===== config.mk =====
export PLATFORM = sky130hd
export DESIGN_NAME = serial_wiper_latch_ctrl
export DESIGN_NICKNAME = d
export VERILOG_FILES = /design/src/logic/swlc_pkg.sv /design/src/logic/swlc_word_if.sv /design/src/logic/swlc_serial_rx.sv /design/src/logic/swlc_latch_bank.sv /design/src/logic/serial_wiper_latch_ctrl.sv
export VERILOG_INCLUDE_DIRS = /design/src /design/src/logic
export SDC_FILE = /design/constraint.sdc
export NUM_CORES = 1
export LEC_CHECK = 0
export BUFFER_PORTS_ARGS = -buffer_cell sky130_fd_sc_hd__buf_2
export CAP_MARGIN = 5
export CORE_AREA = 3 3 418 420
export CTS_CLUSTER_DIAMETER = 200
export DETAILED_ROUTE_END_ITERATION = 16
export DIE_AREA = 0 0 421 423
export HOLD_SLACK_MARGIN = 0.02
export PLACE_DENSITY = 0.44
export RECOVER_POWER = 100
export SETUP_SLACK_MARGIN = 0.2
export SYNTH_ARGS = -nofsm -noshare
export SYNTH_HDL_FRONTEND = slang
export SYNTH_SLANG_ARGS = --single-unit

===== constraint.sdc =====
create_clock -name i_clk -period 1.6 [get_ports i_clk]
set_input_delay 0.16 -clock i_clk [delete_from_list [all_inputs] [get_ports i_clk]]
set_output_delay 0.16 -clock i_clk [all_outputs]
set_load 0.005 [all_outputs]

===== src/logic/swlc_consts.svh =====
/*
 Constants of the serial wiper latch controller: word layout, midscale code,
 channel count and serial timing figures.
 Assumes a 20 MHz system clock that samples the serial pins.
*/
// Function
// - Host shifts ten bits or more per frame; device captures them serially.
// - Word is two address bits then eight data bits, both MSB first.
// - Address bits pick one latch; channel = high*2 + low.
// - Channels update independently in any order; others stay untouched.
// - Serial link accepts shift clocks up to 10 MHz, 100 ns per bit.
// - Latches hold no defined value after power-up; no automatic preset.
// - Active-low reset forces every latch to midscale code 128.
// - Shutdown opens every top terminal and ties wiper to bottom terminal.
// - Shutdown keeps latch contents; wipers return to retained codes after.
// - Serial input keeps working in shutdown; chained output is disabled.
// - Words loaded during shutdown update latches, shown after release.
// - Each latch holds an 8-bit code selecting one of 256 taps.
// - Code zero selects tap nearest bottom terminal; each step moves up.
// - While chip select low, shift one bit per rising serial clock edge.
// - On chip select rise keep the last ten bits shifted in.
// - Addressed latch loads the final eight bits of the captured word.
// - Chained output presents the bit entered ten shifts earlier.
`ifndef SWLC_CONSTS_SVH
`define SWLC_CONSTS_SVH

`define SWLC_WORD_BITS     10
`define SWLC_CODE_BITS     8
`define SWLC_ADDR_BITS     2
`define SWLC_NUM_CHAN      4
`define SWLC_TAPS          256
`define SWLC_ADDR_MSB      9
`define SWLC_ADDR_LSB      8
`define SWLC_CODE_MSB      7
`define SWLC_MIDSCALE      8'h80
`define SWLC_CODE_ZERO     8'h00
`define SWLC_WORD_ZERO     10'h000
`define SWLC_SCLK_MAX_MHZ  10
`define SWLC_BIT_TIME_NS   100
`define SWLC_SYS_CLK_MHZ   20
// Reset levels of the pin synchronisers: serial pins idle, control pins
// reading as shutdown to match the reset state of the terminal outputs
`define SWLC_PIN_SYNC_RST  3'h7
`define SWLC_CTL_SYNC_RST  2'h2

`endif


===== src/logic/swlc_pkg.sv =====
/*
 Types of the serial wiper latch controller.
 Assumes swlc_consts.svh is on the include path.
*/
`include "swlc_consts.svh"

package swlc_pkg;
    typedef logic [`SWLC_CODE_BITS-1:0] swlc_code_t;
    typedef logic [`SWLC_WORD_BITS-1:0] swlc_word_t;
    typedef logic [`SWLC_ADDR_BITS-1:0] swlc_addr_t;
    typedef logic [`SWLC_TAPS-1:0]      swlc_taps_t;

    typedef enum logic [1:0] {
        SWLC_IDLE  = 2'h0,
        SWLC_SHIFT = 2'h1,
        SWLC_LOAD  = 2'h3
    } swlc_state_t;

    // Channel index from the two address bits
    function automatic swlc_addr_t swlc_chan(input swlc_word_t w);
        return w[`SWLC_ADDR_MSB:`SWLC_ADDR_LSB];
    endfunction
endpackage


===== src/logic/swlc_word_if.sv =====
/*
 Carrier between the serial front end and the latch bank: a captured word
 and a one-cycle load strobe.
 Assumes both ends run on the system clock.
*/
`timescale 1ns/10ps

interface swlc_word_if;
    import swlc_pkg::*;
    logic       load;
    swlc_word_t word;

    modport src (output load, output word);
    modport dst (input load, input word);
endinterface


===== src/logic/swlc_serial_rx.sv =====
/*
 Serial front end: samples the serial pins through two flip-flops, finds
 serial clock rising edges and chip select rising edges, shifts the word and
 drives the chained output.
 Assumes the serial clock is at most 10 MHz, so a 20 MHz sample sees each level.
*/
`timescale 1ns/10ps
`include "swlc_consts.svh"

module swlc_serial_rx
    import swlc_pkg::*;
(
    // Clock and reset
    input  wire logic   i_clk,
    input  wire logic   i_reset_n,
    // Serial pins
    input  wire logic   i_sclk,
    input  wire logic   i_cs_n,
    input  wire logic   i_serial_word_in,
    // Word to latch bank
    swlc_word_if.src    word_o,
    // Chained data bit
    output logic        o_chain_bit
);
    // ========================================
    // Synchronisers
    logic [2:0] sync1_q;
    logic [2:0] sync2_q;
    logic       sclk_prev_q;
    logic       cs_prev_q;

    always_ff @(posedge i_clk) begin
        if (!i_reset_n) begin
            sync1_q     <= `SWLC_PIN_SYNC_RST;
            sync2_q     <= `SWLC_PIN_SYNC_RST;
            sclk_prev_q <= 1'b1;
            cs_prev_q   <= 1'b1;
        end else begin
            sync1_q     <= {i_sclk, i_cs_n, i_serial_word_in};
            sync2_q     <= sync1_q;
            sclk_prev_q <= sync2_q[2];
            cs_prev_q   <= sync2_q[1];
        end
    end

    logic sclk_rise;
    logic cs_rise;
    logic cs_low;
    assign cs_low    = !sync2_q[1];
    assign sclk_rise = sync2_q[2] && !sclk_prev_q;
    assign cs_rise   = sync2_q[1] && !cs_prev_q;

    // ========================================
    // State machine
    swlc_state_t state_q;
    always_ff @(posedge i_clk) begin
        if (!i_reset_n) begin
            state_q <= SWLC_IDLE;
        end else begin
            case (state_q)
                SWLC_IDLE:  if (cs_low) state_q <= SWLC_SHIFT;
                SWLC_SHIFT: if (cs_rise) state_q <= SWLC_LOAD;
                SWLC_LOAD:  state_q <= SWLC_IDLE;
                default:    state_q <= SWLC_IDLE;
            endcase
        end
    end

    // ========================================
    // Shift register, MSB first, ten bits deep
    swlc_word_t shift_q;
    always_ff @(posedge i_clk) begin
        if (!i_reset_n) begin
            shift_q <= `SWLC_WORD_ZERO;
        end else if (cs_low && sclk_rise) begin
            shift_q <= {shift_q[`SWLC_WORD_BITS-2:0], sync2_q[0]};
        end
    end

    // Bit leaving the register is the one entered ten shifts earlier
    always_ff @(posedge i_clk) begin
        if (!i_reset_n) begin
            o_chain_bit <= 1'b0;
        end else if (cs_low && sclk_rise) begin
            o_chain_bit <= shift_q[`SWLC_WORD_BITS-1];
        end
    end

    // ========================================
    // Captured word and load strobe
    always_ff @(posedge i_clk) begin
        if (!i_reset_n) begin
            word_o.word <= `SWLC_WORD_ZERO;
            word_o.load <= 1'b0;
        end else begin
            word_o.load <= (state_q == SWLC_SHIFT) && cs_rise;
            if ((state_q == SWLC_SHIFT) && cs_rise) begin
                word_o.word <= shift_q;
            end
        end
    end
endmodule // swlc_serial_rx


===== src/logic/swlc_latch_bank.sv =====
/*
 Four wiper code latches, loaded from captured words and preset to midscale
 by the midscale reset.
 Assumes the midscale reset has already been synchronised.
*/
`timescale 1ns/10ps
`include "swlc_consts.svh"

module swlc_latch_bank
    import swlc_pkg::*;
(
    // Clock; no reset
    input  wire logic   i_clk,
    // Midscale preset, synchronised
    input  wire logic   i_midscale,
    // Word from serial front end
    swlc_word_if.dst    word_i,
    // Latch contents
    output swlc_code_t  o_code [`SWLC_NUM_CHAN]
);
    // No i_reset_n here: latches hold no defined value at power-up
    swlc_code_t wiper_code_latch_q [`SWLC_NUM_CHAN];

    always_ff @(posedge i_clk) begin
        for (int c = 0; c < `SWLC_NUM_CHAN; c++) begin
            if (i_midscale) begin
                wiper_code_latch_q[c] <= `SWLC_MIDSCALE;
            end else if (word_i.load && (swlc_chan(word_i.word) == c[`SWLC_ADDR_BITS-1:0])) begin
                wiper_code_latch_q[c] <= word_i.word[`SWLC_CODE_MSB:0];
            end
        end
    end

    assign o_code = wiper_code_latch_q;
endmodule // swlc_latch_bank


===== src/logic/serial_wiper_latch_ctrl.sv =====
/*
 Top of the serial wiper latch controller: serial front end, latch bank,
 tap decode and shutdown switching of the four channels.
 Assumes i_clk at 20 MHz; serial pins, midscale reset and power-down pins are
 asynchronous and are synchronised here.
*/
`timescale 1ns/10ps
`include "swlc_consts.svh"

module serial_wiper_latch_ctrl
    import swlc_pkg::*;
(
    // Clock and reset
    input  wire logic   i_clk,
    input  wire logic   i_reset_n,
    // Serial link
    input  wire logic   i_sclk,
    input  wire logic   i_cs_n,
    input  wire logic   i_serial_word_in,
    output logic        o_chain_word_out,
    output logic        o_chain_word_out_oe_n,
    // Control pins
    input  wire logic   i_midscale_reset_n,
    input  wire logic   i_power_down_n,
    // Channel state
    output swlc_code_t  o_wiper_code [`SWLC_NUM_CHAN],
    output swlc_taps_t  o_tap_select [`SWLC_NUM_CHAN],
    output logic [`SWLC_NUM_CHAN-1:0] o_top_terminal_open,
    output logic [`SWLC_NUM_CHAN-1:0] o_wiper_to_bottom
);
    // ========================================
    // Control pin synchronisers
    logic [1:0] ctl_s1_q;
    logic [1:0] ctl_s2_q;
    always_ff @(posedge i_clk) begin
        if (!i_reset_n) begin
            ctl_s1_q <= `SWLC_CTL_SYNC_RST;
            ctl_s2_q <= `SWLC_CTL_SYNC_RST;
        end else begin
            ctl_s1_q <= {i_midscale_reset_n, i_power_down_n};
            ctl_s2_q <= ctl_s1_q;
        end
    end

    logic midscale;
    logic shutdown;
    assign midscale = !ctl_s2_q[1];
    assign shutdown = !ctl_s2_q[0];

    // ========================================
    // Serial front end and latches
    swlc_word_if word_bus ();
    logic        chain_bit;
    swlc_code_t  code [`SWLC_NUM_CHAN];

    swlc_serial_rx u_rx (
        .i_clk            (i_clk),
        .i_reset_n        (i_reset_n),
        .i_sclk           (i_sclk),
        .i_cs_n           (i_cs_n),
        .i_serial_word_in (i_serial_word_in),
        .word_o           (word_bus),
        .o_chain_bit      (chain_bit)
    );

    swlc_latch_bank u_bank (
        .i_clk      (i_clk),
        .i_midscale (midscale),
        .word_i     (word_bus),
        .o_code     (code)
    );

    // ========================================
    // Chained output: open-drain style, released in shutdown
    always_ff @(posedge i_clk) begin
        if (!i_reset_n) begin
            o_chain_word_out      <= 1'b0;
            o_chain_word_out_oe_n <= 1'b1;
        end else begin
            o_chain_word_out      <= 1'b0;
            o_chain_word_out_oe_n <= shutdown || midscale || chain_bit;
        end
    end

    // ========================================
    // Tap decode and shutdown switching
    function automatic swlc_taps_t tap_onehot(input swlc_code_t c);
        swlc_taps_t t;
        t    = '0;
        t[c] = 1'b1;
        return t;
    endfunction

    always_ff @(posedge i_clk) begin
        for (int c = 0; c < `SWLC_NUM_CHAN; c++) begin
            o_wiper_code[c] <= code[c];
            o_tap_select[c] <= shutdown ? '0 : tap_onehot(code[c]);
        end
    end

    always_ff @(posedge i_clk) begin
        if (!i_reset_n) begin
            o_top_terminal_open <= '1;
            o_wiper_to_bottom   <= '1;
        end else begin
            o_top_terminal_open <= {`SWLC_NUM_CHAN{shutdown}};
            o_wiper_to_bottom   <= {`SWLC_NUM_CHAN{shutdown}};
        end
    end
endmodule // serial_wiper_latch_ctrl


* Word level (Yosys, flattened, before mapping)
Index checks and enable logic that the tools add are counted.
Widths: inputs -> output; s select.
** Word-level totals
- Flip-flop bits (word level) :: 1126
- Bits in latches :: 0
- Input bits :: 7
- Memories kept :: 0
- Bits in writable memories :: 0
- Bits in read-only memories :: 0
- Word-level logic and storage cells :: 72
** Cells by class
- Shifts and indexed selects :: 0
- Div/mod/pow operators :: 0
- Multipliers :: 0
- Order comparisons :: 8
- Reduce and logical (&&, ||, !) cells :: 22
- Bitwise logic cells :: 0
- Equality and inequality tests :: 6
- Muxes and demuxes :: 11
- Add/subtract/negate cells :: 0
** Operator list (count)
- $lt 8x9->1 const B :: 4
- $demux 1 s8 :: 4
- $ge 8x1->1 const B :: 4
- $logic_and 1x1->1 :: 12
- $logic_not 1->1 :: 5
- $eq 2x1->1 const B :: 2
- $eq 2x2->1 const B :: 2
- $logic_not 2->1 :: 2
- $mux 1 :: 4
- $mux 2 :: 2
- $pmux 2 s2 :: 1
- $logic_or 1x1->1 :: 2
- $ne 2x1->1 const B :: 1
- $ne 2x2->1 const B :: 1
- $reduce_and 2->1 :: 1

* Logic depth before layout (Yosys ltp)
Gate-level depths: netlist of run 1.
- Depth in word-level cells :: 4
- Mapped depth :: 6
- Gate-level depth less buffers :: 2

* Modules after synthesis
Synthesis of run 1 repeated with hierarchy kept, for this count alone.
** Second synthesis, totals
- Cell total of the unflattened synthesis :: 2772
- Area total of the unflattened synthesis :: 32213.4 um2
** By module, submodules not included
- serial_wiper_latch_ctrl :: cells each 2562, instances 1, sequential area each 21260.4 um2, area an instance 29873.7 um2
- swlc_latch_bank :: cells each 116, instances 1, sequential area each 640.6 um2, area an instance 1272.5 um2
- swlc_serial_rx :: cells each 94, instances 1, sequential area each 640.6 um2, area an instance 1067.3 um2

* Least setup slack after synthesis of run 1
OpenSTA, ideal clock, no wires.
- Path kind :: reg-to-reg
- From :: reg u_bank.wiper_code_latch_q, in the netlist u_bank.o_code[5]
- To :: reg o_tap_select[72] (netlist bit)
- Path buffers :: 3
- Slack :: 0.212 ns
- Cell stages (with the launch flop) :: 6
- Data arrival time :: 1.314 ns
- Path through :: dfxtp_1 -> buf_6 -> or4b_4 -> buf_6 -> buf_6 -> nor3_2
** On the way
- Longest elaborated chain between the ends :: 4
- Elaborated cells on any way between the ends :: 5
- Classes of those cells :: order compare: 2; mux: 2; reduce/logical: 1
** RTL lines
- start, declared :: line swlc_latch_bank.sv:22 : swlc_code_t wiper_code_latch_q [`SWLC_NUM_CHAN];
- start signal, assigned by index :: line swlc_latch_bank.sv:27 : wiper_code_latch_q[c] <= `SWLC_MIDSCALE;
- start signal, assigned by index :: line swlc_latch_bank.sv:29 : wiper_code_latch_q[c] <= word_i.word[`SWLC_CODE_MSB:0];
- $lt 8x9->1 (not written as such) or $ge 8x1->1 (tied branches) :: line serial_wiper_latch_ctrl.sv:90 : t[c] = 1'b1;
- $logic_and 1x1->1 (not written as such) :: line serial_wiper_latch_ctrl.sv:90
- $mux 1 (not written as such) :: line serial_wiper_latch_ctrl.sv:90
- $demux 1 s8 * :: line serial_wiper_latch_ctrl.sv:90
- end signal, assigned by index :: line serial_wiper_latch_ctrl.sv:97 : o_tap_select[c] <= shutdown ? '0 : tap_onehot(code[c]);
- end, declared :: line serial_wiper_latch_ctrl.sv:27 : output swlc_taps_t o_tap_select [`SWLC_NUM_CHAN],
Mark *: on every way between the ends. The rest lies on a longest branch, timed or not.
A chain may end at the register's enable or synchronous reset.

* Final worst setup path of run 1
- From :: reg u_bank.wiper_code_latch_q, in the netlist u_bank.o_code[13]
- To :: reg o_tap_select[324] (netlist bit)
Same word-level chain as after synthesis.

==> reports/qor.yml, run 1 <==
outcome:
  outcome: "finished with violations"
  violations: "setup timing"
timing:
  hold_viol_final: 0
  setup_tns_ns: -0.161
  clock_skew_ns: 0.0566
  fmax_ghz: 0.614
  drv_slew: 0
  finalCriticalPeriod_ns: 1.63
  worstMarginPinSlew_ns: 0.707
  finalSetupViolCount: 15
  worst_slack_ns: -0.0274
  rsz0062_at_grt: "yes"
  timing.final.crit_share: 1.02
  max-slew-margin-rel: 0.529
grt:
  grt_usage: 0.166
  grt_pass1_vias: 26532
  grt_max_degree: 65
  overflow: 0
  grt_antenna_before_repair: 6
  grt_pass1_wl_um: 213000
synthesis:
  synth_nets: 2757
  synth_area_sq_um: 31600
  yosysSeqAreaShare: 0.712
  synth_cells: 2750
  synthFlopType: "dfxtp_1"
  yosysUniqueCellTypes: 29
  yosys_warnings: 0
  syn_avg_cell_area_sq_um: 11.5
  yosys_register_bits: 1126
  synth_edf_count: 0
  synthArstFlopShare: 0
die:
  die_x_um: 421
  pin_count: 1073
  coreArea_sq_um: 171000
  die_area_sq_um: 178000
  num_rows: 152
  start_util: 0.185
  die_h_um: 423
placed_design:
  gp_congestion: 0.770
  io_buffers: 1071
  placed_area_sq_um: 41000
  hpwl_um: 92600
layout:
  n_fill_cell: 17371
  multi_input_area_sq_um: 12100
  final_net_count: 4094
  syn2layout_area_growth_pct: 74.2
  finalInstanceArea_sq_um: 55100
  drive_gt1_frac: 0.541
  seq_area_sq_um: 22700
min_path:
  hold_path.class: "primary input to flip-flop"
clock_network:
  clkTransAtPathRegs_ns: 0.07
  worst_skew_pair.late_latency_ns: 0.77
  clockRootBuffer: "clkbuf_16"
  numCtsBuffers: 120
  cts_htree_levels: 3
  cts_tree: "yes"
  cts.sinks: 1126
  clk_path_buf_depth: 3
worst_setup_path:
  worst-path-buf-inv: 2
  cpPeakStageDelay_ns: 0.66
  critPathSlowestCell: "or4b_4"
  cp_data_required_time_ns: 2.30
  worstPathMaxFanout: 7
  end_kind: "flip-flop"
  cp.arrival_ns: 2.32
  start_kind: "flip-flop"
  cp_top_family: "simple AND/OR/NAND/NOR gates"
  path_class: "flip-flop to flip-flop"
  path_cells: "clkbuf_1 > or4b_4 > buf_6 > nor3_4"
drt:
  drc: 0
  firstDrtPassIters: 4
  drtIter0Drc: 1476
  vias: 26856
  routed_wl_um: 156000
  wl_per_cell_um: 24.1
  ant_nets: 0
  vias_per_cell: 4.13
power_and_ir_drop:
  power_density_nw_per_um2: 1050
  ir_drop_mv: 0.973
  leakagePower_nw: 23.1
job:
  maxCapViolCount: 0
[power breakdown]
| part | switching (mW) | leakage [nW] | internal [mW] |
|---|---|---|---|
| Combinational | 0.362 | 11.9 | 0.347 |
| Sequential | 0.0136 | 9.12 | 28.0 |
| Clock | 12.1 | 2.02 | 16.8 |
| Total | 12.5 | 23.1 | 45.1 |
[worst paths after layout]
kind / start / end / slack (ns) / cells past startpoint
setup / recovery: u_bank.o_code[13] / o_tap_select[324] / -0.03 / 4
hold / removal: i_reset_n / u_rx.sync2_q[0] / 0.32 / 3
setup reg to reg: u_bank.o_code[13] / o_tap_select[324] / -0.03 / 4
hold reg to reg: u_bank.o_code[3] / o_wiper_code[3] / 0.40 / 0
[cell type report]
type | instances | area share
antenna | 2 | 0.0000908
clock buffer | 172 | 0.0629
clock inverter | 48 | 0.0116
multi-input combinational | 1268 | 0.220
sequential | 1126 | 0.412
tap | 2310 | 0.0524
timing repair buffer | 1571 | 0.241
[Yosys cell counts, types with 6 or more instances]
library cell | number | area, sq um
clkbuf_2 | 8 | 40.0
buf_6 | 24 | 270
nand3b_1 | 10 | 75.1
nand2b_1 | 18 | 113
buf_1 | 63 | 236
buf_4 | 9 | 67.6
nor2b_1 | 6 | 37.5
nor3_1 | 937 | 4690
nand4b_1 | 17 | 149
nand2_1 | 62 | 233
dfxtp_1 | 1126 | 22500
or4b_1 | 12 | 120
mux2i_1 | 53 | 531
buf_2 | 106 | 531
nand4bb_1 | 24 | 270
clkbuf_1 | 154 | 578
nor3_2 | 87 | 871
[cells by family after synthesis]
| logic type | synth area share |
|---|---|
| simple gates | 0.216 |
| flops | 0.712 |
| buf+inv | 0.0544 |
| mux | 0.0168 |
| other cells | 0.000118 |
[cells in the final DEF (no fill, tap or decap), types with 4 or more instances in the layout]
| cell type | count |
|---|---|
| buf_1 | 5 |
| buf_12 | 128 |
| buf_16 | 87 |
| buf_2 | 655 |
| buf_4 | 130 |
| buf_6 | 162 |
| buf_8 | 32 |
| bufinv_16 | 10 |
| clkbuf_1 | 367 |
| clkbuf_16 | 133 |
| clkbuf_4 | 5 |
| clkbuf_8 | 25 |
| clkinv_2 | 17 |
| dfxtp_1 | 1030 |
| dfxtp_2 | 78 |
| dfxtp_4 | 18 |
| dlygate4sd3_1 | 11 |
| inv_6 | 6 |
| inv_8 | 5 |
| mux2i_1 | 53 |
| nand2_1 | 57 |
| nand2_2 | 4 |
| nand2b_1 | 10 |
| nand2b_4 | 6 |
| nand3_4 | 4 |
| nand3b_1 | 10 |
| nand4_1 | 4 |
| nand4b_1 | 17 |
| nand4bb_1 | 22 |
| nor2b_1 | 6 |
| nor3_1 | 317 |
| nor3_2 | 492 |
| nor3_4 | 215 |
| or3b_4 | 7 |
| or4_4 | 6 |
| or4b_4 | 16 |
[per-layer routing]
metal,track usage,part of all wire,vias to the layer above,routed length [um]
met1,0.193,0.39,13563,61400
met4,0.0561,0.034,0,5310
met5,0,0,-,0
met3,0.0362,0.055,253,8640
li1,-,-,12145,-
met2,0.299,0.52,895,80900
[worst register-to-register path: stages (launching register included)]
cell      delay, ns
dfxtp_2        0.34
clkbuf_1       0.24
or4b_4         0.66
buf_6          0.17
nor3_4         0.14
[metrics by stage]
stage / instances / hold slack [ns] / utilization / worst slack (ns) / total power, mW
floorplan: 2750 / 0.261 / - / 0.212 / 28.8
global placement: 5999 / 0.349 / 0.239 / -0.113 / 29.0
detailed placement: 5999 / 0.348 / 0.239 / -0.114 / 29.0
CTS: 6460 / 0.176 / 0.306 / -0.0580 / 58.3
global route: 6496 / 0.307 / 0.322 / -0.100 / 59.5
finish: 6497 / 0.323 / 0.322 / -0.0274 / 57.6
[sequential cells by signal, indices dropped and copies added (netlist names)]
signal,flops
o_top_terminal_open,1
u_rx.sync1_q,3
u_rx.state_q,2
u_rx.shift_q,10
o_chain_word_out_oe_n,1
ctl_s2_q,2
u_rx.sclk_prev_q,1
u_rx.o_chain_bit,1
o_tap_select,1024
u_rx.word_o.load,1
u_rx.word_o.word,10
u_bank.o_code,32
u_rx.cs_prev_q,1
ctl_s1_q,2
u_rx.sync2_q,3
o_wiper_code,32
[what timing repair did]
item / in CTS / in global routing
hold buffers: 11 / 0
setup endpoints to repair: 1931 / 1990
pin swaps: 261 / 255
endpoints found under the hold margin: 38 / 0
gates cloned: 91 / 13
gates resized for setup: 906 / 513
setup buffers: 139 / 22
Power figures use the tool's default switching activity.
==> run 2, diff against run 1 <==
- PLACE_DENSITY: 0.44 -> 0.38
==> run 2 against run 1 <==
  * The run still ends with setup timing left
  * Via count fell by 1.5%
  * Total power rose by 1.3%
  * Non-clock buffer count fell by 43
  * Worst setup slack improved by 0.0030 ns
  * Hold slack improved by 0.074 ns
  * Critical path type unchanged
  * Largest power group unchanged
==> reports/qor.yml, run 2 (synthesized netlist as in run 1, its figures left out) <==
layout:
  final_util: 0.320
  final_common_cell: "dfxtp_1"
  largest_reg_flops: 1024
  syn2layout_area_growth_pct: 73.3
  largest_register: "o_tap_select"
  final_net_count: 4061
  layout_common_cells: "dfxtp_1 (1014), buf_2 (988), nor3_2 (499)"
  drive_gt1_frac: 0.618
power_and_ir_drop:
  ir_drop_mv: 0.967
  leakagePower_nw: 24.1
  p_clk_frac: 0.506
  seqPwrFrac: 0.481
  power_density_nw_per_um2: 1060
  cell_internal_pwr_mw: 45.6
  combPwrFrac: 0.013
  p_sw_frac: 0.218
  power_switching_mw: 12.7
grt:
  grt_max_degree: 65
  grt_pass1_wl_um: 214000
  grt_antenna_before_repair: 1
  grt_usage: 0.168
  grt_pass1_vias: 26586
  overflow: 0
timing:
  rsz0062_at_grt: "yes"
  timing.final.crit_share: 1.02
  hold_viol_final: 0
  clock_skew_ns: 0.0335
  max-slew-margin-rel: 0.545
  finalCriticalPeriod_ns: 1.62
  setup_tns_ns: -0.0245
  fmax_ghz: 0.616
  finalSetupViolCount: 2
  worst_slack_ns: -0.0244
  drv_slew: 0
  worstMarginPinSlew_ns: 0.683
min_path:
  hold_path.class: "primary input to flip-flop"
  hold_depth: 4
die:
  pin_count: 1073
  die_x_um: 421
  start_util: 0.185
  die_h_um: 423
  die_area_sq_um: 178000
  coreArea_sq_um: 171000
  num_rows: 152
outcome:
  outcome: "finished with violations"
  violations: "setup timing"
clock_network:
  worst_skew_pair.late_latency_ns: 0.78
  cts.sinks: 1126
  clockRootBuffer: "clkbuf_16"
  clk_path_buf_depth: 3
  cts_tree: "yes"
  clkTransAtPathRegs_ns: 0.06
  numCtsBuffers: 131
  cts_htree_levels: 4
drt:
  firstDrtPassIters: 5
  drtIter0Drc: 1116
  ant_nets: 0
  drc: 0
  vias: 26456
  vias_per_cell: 4.10
  wl_per_cell_um: 24.3
  routed_wl_um: 157000
worst_setup_path:
  worstPathMaxFanout: 7
  path_class: "flip-flop to flip-flop"
  start_kind: "flip-flop"
  cp_data_required_time_ns: 2.29
  ff2ff_path_depth: 6
  cp.arrival_ns: 2.31
  end_kind: "flip-flop"
placed_design:
  hpwl_um: 93000
  gp_congestion: 0.752
  io_buffers: 1071
job:
  maxCapViolCount: 0
[run 2: changes by cell type in the layout (fill, tap and decap cells not counted), sizes merged]
cell      previous run  this run
clkinv              23        20
nand3                4         6
clkbuf             532       208
buf               1199      1500
or4                  6         7
bufinv              10         3
inv                 12         7
clkinvlp             3         4
or3b                 8         5
or4b                19        18
[run 2: worst paths after layout]
path                                     endpoint       startpoint  slack (ns)
worst min register to register    u_rx.sync2_q[1]  u_rx.sync1_q[1]        0.41
worst max register to register  o_tap_select[386]      ctl_s2_q[0]       -0.02
worst min-delay path                  ctl_s2_q[1]        i_reset_n        0.40
worst max-delay path            o_tap_select[386]      ctl_s2_q[0]       -0.02
[run 2: metal layers]
layer | vias to the layer above | track usage | routed length [um]
li1 | 12072 | - | -
met5 | - | 0 | 0
met2 | 853 | 0.289 | 78400
met1 | 13245 | 0.192 | 62000
met3 | 286 | 0.0472 | 9120
met4 | 0 | 0.0749 | 7410
[run 2: worst max-delay path, cell delays in order, from the launching register on]
cell     delay, ns
dfxtp_2       0.35
buf_12        0.14
or3b_4        0.43
buf_12        0.18
buf_12        0.15
buf_16        0.13
nor3_4        0.14
[run 2: timing repair]
item                                   in CTS  in global routing
pin swaps                                 267                244
resized for setup                         882                466
endpoints found under the hold margin      38                  0
gates cloned                               82                 12
hold buffers                               11                  0
buffers inserted                          104                 16
setup endpoints to repair                1910               1983
[run 2: layout make-up]
type                    instances  area, sq um
diodes                          2         5.00
clock buffers                 192         3820
clock inverters                34          455
repair buffers               1528        13100
fillers                     17414       117000
flip-flops and latches       1126        22700
multi-input cells            1267        11900
well taps                    2310         2890
[run 2: stage by stage]
step           power, mW  hold WS [ns]  instances  area, sq um  setup slack [ns]
2_1_floorplan       28.8         0.261       2750        31600             0.212
3_3_place_gp        29.0         0.349       6006        41000           -0.0490
3_5_place_dp        29.0         0.348       6006        41000            -0.100
4_1_cts             59.1         0.330       6429        52000           -0.0391
5_1_grt             60.3         0.372       6457        54800           -0.0766
6_report            58.3         0.397       6459        54800           -0.0244
[run 2: power by group through the flow]
stage | combinational [mW] | clock [mW] | sequential, mW
final | 0.753 | 29.5 | 28.0
after global routing | 0.791 | 31.5 | 28.0
after CTS | 0.700 | 30.4 | 28.0
after detailed placement | 0.323 | 0 | 28.7
after global placement | 0.322 | 0 | 28.7
after floorplan | 0.152 | 0 | 28.7
